$ cat src/rtl/rfc_pkg.sv
// Shared constants of the R/F converter control block: register indexes,
// field positions, reset values and bus answers.
// Assumes a 32-bit AXI4-Lite bus where each register index is one word.
package rfc_pkg;

    // Register indexes; the byte address of each is four times its index.
    localparam int RFC_ADDR_W = 18;
    localparam logic [15:0] RFC_IDX_CONTROL = 16'hFF90;
    localparam logic [15:0] RFC_IDX_RUN = 16'hFF91;
    localparam logic [15:0] RFC_IDX_NIB0 = 16'hFF92;
    localparam logic [15:0] RFC_IDX_NIB1 = 16'hFF93;
    localparam logic [15:0] RFC_IDX_IRQ_STATUS = 16'hFFA0;
    localparam logic [15:0] RFC_IDX_IRQ_MASK = 16'hFFA1;

    // Field positions in the control register.
    localparam int RFC_CTL_INPUT_SEL = 0;
    localparam int RFC_CTL_CH1_TYPE = 1;
    localparam int RFC_CTL_CLK_SEL = 2;

    // Field positions in the run and status register.
    localparam int RFC_RUN_SENSOR = 0;
    localparam int RFC_RUN_REF = 1;
    localparam int RFC_RUN_MEAS_OVF = 2;

    // Interrupt status and mask bits.
    localparam int RFC_EV_W = 2;
    localparam int RFC_EV_OVF = 0;
    localparam int RFC_EV_STOP = 1;

    // Data widths and reset values.
    localparam int RFC_NIB_W = 4;
    localparam int RFC_MEAS_W = 8;
    localparam logic [RFC_NIB_W-1:0] RFC_NIB_RST = 4'h0;
    localparam logic [1:0] RFC_RESP_OKAY = 2'h0;
    localparam logic [1:0] RFC_RESP_SLVERR = 2'h2;

endpackage
$ cat src/rtl/rfc_cnt_if.sv
// Link between the register control and the measurement counter.
// Assumes both ends run on the same clock.
`timescale 1ns/1ps
`default_nettype none
interface rfc_cnt_if #(parameter int W = 8);
    // Nibble selector; W must hold at least two nibbles.
    logic count_pulse;
    logic load_en;
    logic [$clog2(W/4)-1:0] load_sel;
    logic [3:0] load_data;
    logic [W-1:0] value;
    logic ovf_pulse;
    modport ctrl (output count_pulse, output load_en, output load_sel, output load_data,
                  input value, input ovf_pulse);
    modport cnt (input count_pulse, input load_en, input load_sel, input load_data,
                 output value, output ovf_pulse);
endinterface
`default_nettype wire

$ cat src/rtl/rfc_control.sv
// R/F converter control: AXI4-Lite registers, oscillator run control,
// clock source choice, overflow flag and interrupt.
// Assumes oscillator pins are asynchronous and slower than aclk / 4.
//
// The AXI4-Lite interface to the registers was left to the implementer.
`timescale 1ns/1ps
`default_nettype none
module rfc_control import rfc_pkg::*; #(
    parameter int MEAS_W = RFC_MEAS_W
) (
    input wire logic aclk,
    input wire logic aresetn,
    input wire logic [RFC_ADDR_W-1:0] s_axi_awaddr,
    input wire logic s_axi_awvalid,
    output logic s_axi_awready,
    input wire logic [31:0] s_axi_wdata,
    input wire logic [3:0] s_axi_wstrb,
    input wire logic s_axi_wvalid,
    output logic s_axi_wready,
    output logic [1:0] s_axi_bresp,
    output logic s_axi_bvalid,
    input wire logic s_axi_bready,
    input wire logic [RFC_ADDR_W-1:0] s_axi_araddr,
    input wire logic s_axi_arvalid,
    output logic s_axi_arready,
    output logic [31:0] s_axi_rdata,
    output logic [1:0] s_axi_rresp,
    output logic s_axi_rvalid,
    input wire logic s_axi_rready,
    input wire logic fast_osc_source,
    input wire logic slow_osc_source,
    output logic ref_osc_en,
    output logic sensor_osc_en,
    output logic ch1_select,
    output logic ch1_ac_mode,
    output logic irq
);
    typedef struct packed {
        logic awready;
        logic wready;
        logic aw_full;
        logic w_full;
        logic [15:0] aw_idx;
        logic [RFC_NIB_W-1:0] wdata;
        logic wstrb0;
        logic bvalid;
        logic [1:0] bresp;
        logic arready;
        logic rvalid;
        logic [31:0] rdata;
        logic [1:0] rresp;
        logic conv_clock_select;
        logic ch1_sensor_type;
        logic input_channel_select;
        logic ref_osc_run;
        logic sensor_osc_run;
        logic meas_count_overflow;
        logic [RFC_EV_W-1:0] irq_status;
        logic [RFC_EV_W-1:0] irq_mask;
        logic irq;
        logic count_pulse;
        logic load_en;
        logic [$clog2(MEAS_W/4)-1:0] load_sel;
        logic [RFC_NIB_W-1:0] load_data;
    } rfc_state_t;

    rfc_state_t s_reg, s_next;
    logic fast_rise;
    logic slow_rise;
    logic conv_edge;
    logic wr_now;
    logic [RFC_EV_W-1:0] events;
    logic [15:0] rd_idx;
    logic [RFC_NIB_W-1:0] wr_nib;

    rfc_cnt_if #(.W(MEAS_W)) cnt_link ();

    // Both oscillator pins are synchronised; only their rising edges count.
    rfc_pin_sync fast_sync (
        .aclk(aclk),
        .aresetn(aresetn),
        .pin(fast_osc_source),
        .rise(fast_rise)
    );

    rfc_pin_sync slow_sync (
        .aclk(aclk),
        .aresetn(aresetn),
        .pin(slow_osc_source),
        .rise(slow_rise)
    );

    rfc_meas_counter #(.W(MEAS_W)) meas_counter (
        .aclk(aclk),
        .aresetn(aresetn),
        .cnt(cnt_link.cnt)
    );

    // Selected conversion clock edge and the write that completes this cycle.
    assign conv_edge = s_reg.conv_clock_select ? fast_rise : slow_rise;
    assign wr_now = s_reg.aw_full & s_reg.w_full;
    assign rd_idx = s_axi_araddr[RFC_ADDR_W-1:2];
    assign wr_nib = s_reg.wdata;

    // Hardware events that feed the sticky interrupt status.
    assign events[RFC_EV_OVF] = cnt_link.ovf_pulse;
    assign events[RFC_EV_STOP] = cnt_link.ovf_pulse &
                                 (s_reg.ref_osc_run | s_reg.sensor_osc_run);

    // Next state of the bus slave, the control bits and the counter link.
    // Hardware sets are applied after software clears so that an event in
    // the clearing cycle survives; a software start beats a hardware stop.
    always_comb begin
        s_next = s_reg;
        s_next.load_en = 1'b0;

        // Address and data are taken independently, in either order.
        if (s_reg.awready && s_axi_awvalid) begin
            s_next.aw_full = 1'b1;
            s_next.aw_idx = s_axi_awaddr[RFC_ADDR_W-1:2];
        end
        if (s_reg.wready && s_axi_wvalid) begin
            s_next.w_full = 1'b1;
            s_next.wdata = s_axi_wdata[RFC_NIB_W-1:0];
            s_next.wstrb0 = s_axi_wstrb[0];
        end
        if (s_reg.bvalid && s_axi_bready) begin
            s_next.bvalid = 1'b0;
        end

        // Count only while an oscillation runs, on the chosen source.
        s_next.count_pulse = conv_edge & (s_reg.ref_osc_run | s_reg.sensor_osc_run);

        // Counter overflow ends the measurement and raises the flag.
        if (cnt_link.ovf_pulse) begin
            s_next.ref_osc_run = 1'b0;
            s_next.sensor_osc_run = 1'b0;
        end

        // Register writes once both halves have arrived.
        if (wr_now) begin
            s_next.aw_full = 1'b0;
            s_next.w_full = 1'b0;
            s_next.bvalid = 1'b1;
            s_next.bresp = RFC_RESP_OKAY;
            case (s_reg.aw_idx)
                RFC_IDX_CONTROL: begin
                    if (s_reg.wstrb0) begin
                        s_next.input_channel_select = wr_nib[RFC_CTL_INPUT_SEL];
                        s_next.ch1_sensor_type = wr_nib[RFC_CTL_CH1_TYPE];
                        s_next.conv_clock_select = wr_nib[RFC_CTL_CLK_SEL];
                    end
                end
                RFC_IDX_RUN: begin
                    if (s_reg.wstrb0) begin
                        // Zero writes leave the run bits alone.
                        if (wr_nib[RFC_RUN_REF]) begin
                            s_next.ref_osc_run = 1'b1;
                        end
                        if (wr_nib[RFC_RUN_SENSOR]) begin
                            s_next.sensor_osc_run = 1'b1;
                        end
                        if (wr_nib[RFC_RUN_MEAS_OVF]) begin
                            s_next.meas_count_overflow = 1'b0;
                        end
                    end
                end
                RFC_IDX_NIB0, RFC_IDX_NIB1: begin
                    s_next.load_en = s_reg.wstrb0;
                    s_next.load_sel = (s_reg.aw_idx == RFC_IDX_NIB1) ? 1'b1 : 1'b0;
                    s_next.load_data = wr_nib;
                end
                RFC_IDX_IRQ_STATUS: begin
                    if (s_reg.wstrb0) begin
                        s_next.irq_status = s_reg.irq_status & ~wr_nib[RFC_EV_W-1:0];
                    end
                end
                RFC_IDX_IRQ_MASK: begin
                    if (s_reg.wstrb0) begin
                        s_next.irq_mask = wr_nib[RFC_EV_W-1:0];
                    end
                end
                default: begin
                    s_next.bresp = RFC_RESP_SLVERR;
                end
            endcase
        end

        // Sticky sets after the clears, so the event wins.
        if (cnt_link.ovf_pulse) begin
            s_next.meas_count_overflow = 1'b1;
        end
        s_next.irq_status = s_next.irq_status | events;

        // Reads answer one cycle after the address is taken.
        if (s_reg.rvalid && s_axi_rready) begin
            s_next.rvalid = 1'b0;
        end
        if (s_reg.arready && s_axi_arvalid) begin
            s_next.rvalid = 1'b1;
            s_next.rresp = RFC_RESP_OKAY;
            s_next.rdata = 32'h0;
            case (rd_idx)
                RFC_IDX_CONTROL: begin
                    s_next.rdata[RFC_CTL_INPUT_SEL] = s_reg.input_channel_select;
                    s_next.rdata[RFC_CTL_CH1_TYPE] = s_reg.ch1_sensor_type;
                    s_next.rdata[RFC_CTL_CLK_SEL] = s_reg.conv_clock_select;
                end
                RFC_IDX_RUN: begin
                    s_next.rdata[RFC_RUN_SENSOR] = s_reg.sensor_osc_run;
                    s_next.rdata[RFC_RUN_REF] = s_reg.ref_osc_run;
                    s_next.rdata[RFC_RUN_MEAS_OVF] = s_reg.meas_count_overflow;
                end
                RFC_IDX_NIB0: begin
                    s_next.rdata[RFC_NIB_W-1:0] = cnt_link.value[RFC_NIB_W-1:0];
                end
                RFC_IDX_NIB1: begin
                    s_next.rdata[RFC_NIB_W-1:0] = cnt_link.value[2*RFC_NIB_W-1:RFC_NIB_W];
                end
                RFC_IDX_IRQ_STATUS: begin
                    s_next.rdata[RFC_EV_W-1:0] = s_reg.irq_status;
                end
                RFC_IDX_IRQ_MASK: begin
                    s_next.rdata[RFC_EV_W-1:0] = s_reg.irq_mask;
                end
                default: begin
                    s_next.rresp = RFC_RESP_SLVERR;
                end
            endcase
        end

        // Ready flags are registered; they drop while a response is pending.
        s_next.awready = ~s_next.aw_full & ~s_next.bvalid;
        s_next.wready = ~s_next.w_full & ~s_next.bvalid;
        s_next.arready = ~s_next.rvalid;
        s_next.irq = |(s_next.irq_status & s_next.irq_mask);
    end

    // Synchronous reset clears every control bit and the bus handshake.
    always_ff @(posedge aclk) begin
        if (!aresetn) begin
            s_reg <= '0;
        end else begin
            s_reg <= s_next;
        end
    end

    // Counter link and outputs, all taken straight from the state register.
    assign cnt_link.count_pulse = s_reg.count_pulse;
    assign cnt_link.load_en = s_reg.load_en;
    assign cnt_link.load_sel = s_reg.load_sel;
    assign cnt_link.load_data = s_reg.load_data;
    assign s_axi_awready = s_reg.awready;
    assign s_axi_wready = s_reg.wready;
    assign s_axi_bvalid = s_reg.bvalid;
    assign s_axi_bresp = s_reg.bresp;
    assign s_axi_arready = s_reg.arready;
    assign s_axi_rvalid = s_reg.rvalid;
    assign s_axi_rdata = s_reg.rdata;
    assign s_axi_rresp = s_reg.rresp;
    assign ref_osc_en = s_reg.ref_osc_run;
    assign sensor_osc_en = s_reg.sensor_osc_run;
    assign ch1_select = s_reg.input_channel_select;
    assign ch1_ac_mode = s_reg.ch1_sensor_type;
    assign irq = s_reg.irq;
endmodule // rfc_control
`default_nettype wire

$ cat src/rtl/rfc_meas_counter.sv
// Measurement counter: counts conversion clock pulses, loads by nibble.
// Assumes the control side raises count and load pulses for one cycle.
`timescale 1ns/1ps
`default_nettype none
module rfc_meas_counter import rfc_pkg::*; #(
    parameter int W = RFC_MEAS_W
) (
    input wire logic aclk,
    input wire logic aresetn,
    rfc_cnt_if.cnt cnt
);
    typedef struct packed {
        logic [W-1:0] value;
        logic ovf;
    } rfc_cnt_t;

    rfc_cnt_t s_reg, s_next;

    // A software load wins over a count in the same cycle, so the loaded
    // value is never bumped by one behind the writer's back.
    always_comb begin
        s_next = s_reg;
        s_next.ovf = 1'b0;
        if (cnt.load_en) begin
            s_next.value[cnt.load_sel*RFC_NIB_W +: RFC_NIB_W] = cnt.load_data;
        end else if (cnt.count_pulse) begin
            s_next.value = s_reg.value + {{(W-1){1'b0}}, 1'b1};
            s_next.ovf = &s_reg.value;
        end
    end

    // Contents are meaningless until software loads them; reset clears them anyway.
    always_ff @(posedge aclk) begin
        if (!aresetn) begin
            s_reg <= '0;
        end else begin
            s_reg <= s_next;
        end
    end

    assign cnt.value = s_reg.value;
    assign cnt.ovf_pulse = s_reg.ovf;
endmodule // rfc_meas_counter
`default_nettype wire

$ cat src/rtl/rfc_pin_sync.sv
// Two-stage synchroniser for an oscillator pin with a rising edge pulse.
// Assumes the pin toggles slower than half the system clock.
`timescale 1ns/1ps
`default_nettype none
module rfc_pin_sync (
    input wire logic aclk,
    input wire logic aresetn,
    input wire logic pin,
    output logic rise
);
    typedef struct packed {
        logic s1;
        logic s2;
        logic s3;
    } rfc_sync_t;

    rfc_sync_t s_reg, s_next;

    // The first stage feeds only the second; the edge looks at later stages.
    always_comb begin
        s_next = s_reg;
        s_next.s1 = pin;
        s_next.s2 = s_reg.s1;
        s_next.s3 = s_reg.s2;
    end

    // Synchronous reset of the whole chain.
    always_ff @(posedge aclk) begin
        if (!aresetn) begin
            s_reg <= '0;
        end else begin
            s_reg <= s_next;
        end
    end

    assign rise = s_reg.s2 & ~s_reg.s3;
endmodule // rfc_pin_sync
`default_nettype wire

$ cat config.mk
export PLATFORM = sky130hd
export DESIGN_NAME = rfc_control
export DESIGN_NICKNAME = d
export VERILOG_FILES = /design/src/rtl/rfc_pkg.sv /design/src/rtl/rfc_cnt_if.sv /design/src/rtl/rfc_control.sv /design/src/rtl/rfc_meas_counter.sv /design/src/rtl/rfc_pin_sync.sv
export SDC_FILE = /design/constraint.sdc
export NUM_CORES = 1
export LEC_CHECK = 0
export BUFFER_PORTS_ARGS = -buffer_cell sky130_fd_sc_hd__clkbuf_2
export CORE_MARGIN = 1.5
export CORE_UTILIZATION = 52
export DETAILED_ROUTE_END_ITERATION = 8
export PLACE_DENSITY_LB_ADDON = 0.25
export SETUP_SLACK_MARGIN = 0.5
export SLEW_MARGIN = 20
export SYNTH_ARGS = -nofsm -noshare
export SYNTH_HDL_FRONTEND = slang
export SYNTH_HIERARCHICAL = 1
export SYNTH_SLANG_ARGS = --single-unit
$ cat constraint.sdc
create_clock -name aclk -period 2.7 [get_ports aclk]
set_input_delay 0.27 -clock aclk [delete_from_list [all_inputs] [get_ports aclk]]
set_output_delay 0.27 -clock aclk [all_outputs]
set_load 0.1 [all_outputs]
# Word level (Yosys, flattened, before mapping)

Index checks and enable logic that the tools add are counted.

Register bits: 69
Output and inout port bits: 46
Input bits: 81

Eq/ne operators: 12
$add $sub $neg: 2
Bitwise gates (word level): 20
Reductions and logical operators: 20
Muxes and demuxes: 29
Shift-type cells: 2

Operator list:

| cell                     | count |
|---|---|
| $eq A16 B16 Y1 const B   | 12 |
| $mux W35                 | 1 |
| $neg A3 Y34              | 1 |
| $shift A4 B34 Y8 const A | 1 |
| $shiftx A4 B34 Y8        | 1 |
| $mux W2                  | 8 |
| $pmux W2 S6              | 1 |
| $reduce_or A6 Y1         | 2 |
| $mux W1                  | 10 |
| $reduce_bool A2 Y1       | 5 |
| $mux W3                  | 3 |
| $mux W9                  | 1 |
| $add A8 B1 Y8 const B    | 1 |
| $bwmux W8                | 1 |
| $mux W8                  | 1 |
| $not A1 Y1               | 8 |
| $reduce_and A8 Y1        | 1 |
| $and A1 B1 Y1            | 7 |
| $mux W7                  | 1 |
| $reduce_and A3 Y1        | 2 |
| $logic_and A1 B1 Y1      | 5 |
| $and A2 B2 Y2            | 2 |
| $pmux W1 S4              | 1 |
| $reduce_and A4 Y1        | 1 |
| 7 further kinds          | 8 |

# Longest topological paths before layout

Depth in word-level cells: 8
Depth in mapped cells: 6

# Modules after synthesis

Netlist, hierarchy kept.

Modules (own cells, without submodules):

| module           | instances | cells each | area each (um^2) |
|---|---|---|---|
| rfc_control      | 1         | 281        | 2427.3 |
| rfc_meas_counter | 1         | 60         | 498.0 |
| rfc_pin_sync     | 2         | 7          | 92.6 |

# Worst setup path after synthesis

No wires, ideal clock.

Kind: reg-to-reg
Start: register s_reg, in the netlist s_axi_awready
End: register s_reg[67] (netlist name)
Cell stages (with the launch flop): 6
Buffers on the path: 2
Data arrival time: 1.851 ns
Period minus slack after synthesis: 1.922 ns
Slack: 0.778 ns
Cells stage by stage: dfxtp_1 and2_1 clkbuf_1 clkbuf_1 nand2_1 a21oi_1

Longest elaborated chain between the ends: 1

Ends and longest elaborated chain:

| what                   | RTL line           | text |
|---|---|---|
| start, declared        | rfc_control.sv:67  | `rfc_state_t s_reg, s_next;` |
| start signal, assigned | rfc_control.sv:244 | `s_reg <= s_next;` |
| $logic_and A1 B1 Y1    | rfc_control.sv:118 | `if (s_reg.awready && s_axi_awvalid) begin` |

No other way between the ends.
A chain may end at the register's enable or synchronous reset.

# Worst setup path after layout

Start: register s_reg[68] (netlist name)
End: register s_reg, in the netlist cnt_link.load_data[3]

Longest elaborated chain between the ends: 3
Elaborated cells between the ends (all ways): 4
Those cells by class: 2 x eq/ne; 2 x reduce/logical

Ends and longest elaborated chain:

| what                          | RTL line           | text |
|---|---|---|
| $eq A16 B16 Y1                | rfc_control.sv:146 | `case (s_reg.aw_idx)` |
| $reduce_or A2 Y1 *            | rfc_control.sv:146 |  |
| $reduce_and A2 Y1 (no line) * | n/a                |  |

Mark *: on every way between the ends. The rest lies on a longest branch, timed or not.

==> insert_results.sql <==
INSERT INTO impl_metrics (metric_group, metric, value, unit) VALUES
('setup_path', 'chain_of_cells_forming_the_critical_path', 'nand4bb_4 > nor4_4 > and3_1 > mux2i_1 > nor2_1', ''),
('sta', 'max_slew_margin', '56.1', '%'),
('sta', 'timing.final.setup_violations', '0', ''),
('yosys', 'synth_top_cell_area_share', '43.1', '%'),
('yosys', 'synth-seq-area-share', '43.1', '%'),
('yosys', 'synth-edff-count', '0', ''),
('setup_path', 'critical_path.endpoint_type', 'register', ''),
('setup_path', 'crit_path_max_fanout', '9', ''),
('setup_path', 'critical_path.startpoint_type', 'register', ''),
('routing', 'route.detailed.wl_per_inst', '12.8', 'um'),
('yosys', 'yosys.area_share.xor_xnor', '0.563', '%'),
('global_route', 'global_route.peak_usage_layer', 'met2', ''),
('sta', 'fin_crit_sh', '69.2', '%'),
('global_route', 'wire_length_of_the_first_global_routing_pass', '10500', 'um'),
('yosys', 'synth.yosys.warnings', '6', ''),
('routing', 'detail_route.iter0.violations', '76', ''),
('layout', 'largest_register_ffs', '25', ''),
('clock_network', 'htree_num_levels', '3', ''),
('clock_network', 'clock_sink_count', '67', ''),
('sta', 'fmaxAchievable', '0.535', 'GHz'),
('yosys', 'synth_top_flop_cell', 'sky130_fd_sc_hd__dfxtp_1', ''),
('power', 'power_density', '660', 'nW/um^2'),
('power', 'max-vdd-ir-drop', '0.000379', 'V'),
('floorplan', 'row_count', '27', ''),
('layout', 'layout-area-overhead-vs-synth', '13.2', '%'),
('global_route', 'groute.usage.overall', '21.1', '%'),
('layout', 'drive_above_1_share', '23.8', '%'),
('layout', 'antenna_cells', '0', ''),
('worst_hold_path', 'hold_class', 'primary input to register', ''),
('global_route', 'global_route.usage.met2', '36.9', '%'),
('sta', 'slew_violations', '0', ''),
('sta', 'rsz0062_at_grt', 'false', ''),
('sta', 'fin_hold_ws', '136', 'ps'),
('global_route', 'grt_start_max_net_pins', '23', ''),
('global_route', 'number_of_antenna_violations_at_the_first_check_in_global_routing', '0', ''),
('yosys', 'synth_mux_area_share', '7.12', '%'),
('setup_path', 'max_stage_delay', '480', 'ps'),
('clock_network', 'cts-buffers-inserted', '9', ''),
('yosys', 'synth_most_common_cell', 'sky130_fd_sc_hd__dfxtp_1', ''),
('global_route', 'grt_pass1_vias', '2402', ''),
('sta', 'finalHoldViolCount', '0', ''),
('setup_path', 'worst-endpoint-arrival', '2080', 'ps'),
('power', 'seqPwrFrac', '44.7', '%'),
('power', 'p_switching', '0.000699', 'W'),
('placed_design', 'port-buffer-count', '61', ''),
('yosys', 'ys_seq_elements', '67', ''),
('power', 'p_comb_share', '16.0', '%'),
('yosys', 'synthTopCellsByArea', 'sky130_fd_sc_hd__dfxtp_1 (43%), sky130_fd_sc_hd__buf_4 (8.7%), sky130_fd_sc_hd__nand2_1 (6.0%), sky130_fd_sc_hd__a21oi_1 (5.6%), sky130_fd_sc_hd__mux2i_1 (3.9%)', ''),
('clock_network', 'cts_tree', 'yes', ''),
('global_route', 'met3_routing_resource_usage_after_global_routing', '6.48', '%'),
('clock_network', 'cts_root_buffer', 'sky130_fd_sc_hd__clkbuf_8', ''),
('routing', 'totalWireLength', '6250', 'um'),
('global_route', 'grt_remaining_overflow', '0', ''),
('sta', 'tightestPinTransition', '658', 'ps'),
('yosys', 'netlist-cell-type-count', '46', ''),
('yosys', 'syn-mean-instance-area', '8.76', 'um^2'),
('floorplan', 'floorplan.core_area', '5640', 'um^2'),
('yosys', 'synthArstFlopShare', '0', '%'),
('layout', 'nNetsFinal', '493', ''),
('routing', 'route.detailed.vias_per_inst', '5.15', ''),
('sta', 'fin_setup_tns', '0', 'ps'),
('setup_path', 'regToRegSetupSlack', '830', 'ps'),
('outcome', 'run_status', 'finished clean', ''),
('setup_path', 'critical_path.slowest_cell', 'sky130_fd_sc_hd__nor4_4', ''),
('floorplan', 'die_height', '80.3', 'um'),
('floorplan', 'start_util', '55.1', '%'),
('power', 'p_clk_share', '39.3', '%'),
('yosys', 'compound_gate_fraction_of_synth_area', '13.4', '%'),
('yosys', 'synth_simple_gate_area_share', '23.9', '%'),
('clock_network', 'post-cts-setup-buffer-count', '0', ''),
('sta', 'finalWorstPathRequiredPeriod', '1870', 'ps');
## per-stage QoR
stage	total power, W	cell area, um^2	std cells	utilization (%)
global route	0.00242	3520	488	62.4
finish	0.00233	3520	488	62.4
floorplan	0.00141	3220	384	-
detailed placement	0.00143	3300	472	58.5
global placement	0.00143	3300	472	58.5
CTS	0.00234	3520	488	62.4
## per-layer routing
layer  vias to the layer above  part of all wire (%)
met3                         6                   5.7
met2                        75                    50
met5                         -                     0
met4                         0                  0.74
li1                       1274                     -
met1                      1157                    43
## power groups by stage
stage          clock network, W  logic [W]  registers (W)
2_1_floorplan                 0   0.000315        0.00110
3_3_place_gp                  0   0.000369        0.00106
3_5_place_dp                  0   0.000372        0.00106
4_1_cts                0.000932   0.000372        0.00104
5_1_grt                0.000982   0.000393        0.00104
6_report               0.000914   0.000372        0.00104
## worst max-delay path: cells and delay by family, from the launching register on
kind	cells	cell delay, ps
and+or+nand+nor	4	1200
DFF	1	310
muxes	1	230
## cell usage in the layout, fill, tap and decap left out, types with 6 or more instances in the layout
master,instances
sky130_fd_sc_hd__clkbuf_8,10
sky130_fd_sc_hd__inv_1,7
sky130_fd_sc_hd__nor3_1,7
sky130_fd_sc_hd__nor2_1,23
sky130_fd_sc_hd__dfxtp_1,67
sky130_fd_sc_hd__a21oi_1,35
sky130_fd_sc_hd__mux2_2,9
sky130_fd_sc_hd__and2_1,10
sky130_fd_sc_hd__nand2_1,50
sky130_fd_sc_hd__nand3_1,14
sky130_fd_sc_hd__nand4_1,6
sky130_fd_sc_hd__conb_1,30
sky130_fd_sc_hd__o21ai_0,11
sky130_fd_sc_hd__clkbuf_2,61
sky130_fd_sc_hd__mux2i_1,12
## final cells by class
cell class	count	area, um^2	share of cell area [%]
Clock inverter	4	73.8	2.10
Sequential cell	67	1340	38.1
Clock buffer	12	145	4.12
Inverter	7	26.3	0.746
Tap cell	72	90.1	2.56
Timing Repair Buffer	63	320	9.09
Multi-Input combinational cell	263	1530	43.3
## worst paths after layout
path,endpoint,start,cells past startpoint
worst min-delay path,fast_sync/s_next[1],fast_osc_source,2
worst max register to register,cnt_link.load_data[3],s_reg[68],5
worst min register to register,fast_sync/s_next[0],fast_sync/s_next[1],1
worst max-delay path,cnt_link.load_data[3],s_reg[68],5
## cell families after synthesis
| family | after synthesis |
|---|---|
| buffers and inverters | 54 |
| adders and majority gates | 1 |
| muxes | 21 |
| and+or+nand+nor | 139 |
| DFF | 67 |
| AOI/OAI and AO/OA | 70 |
| xor gates and xnor gates | 2 |
| other | 1 |
No activity file was read; power rests on OpenSTA's default activity.
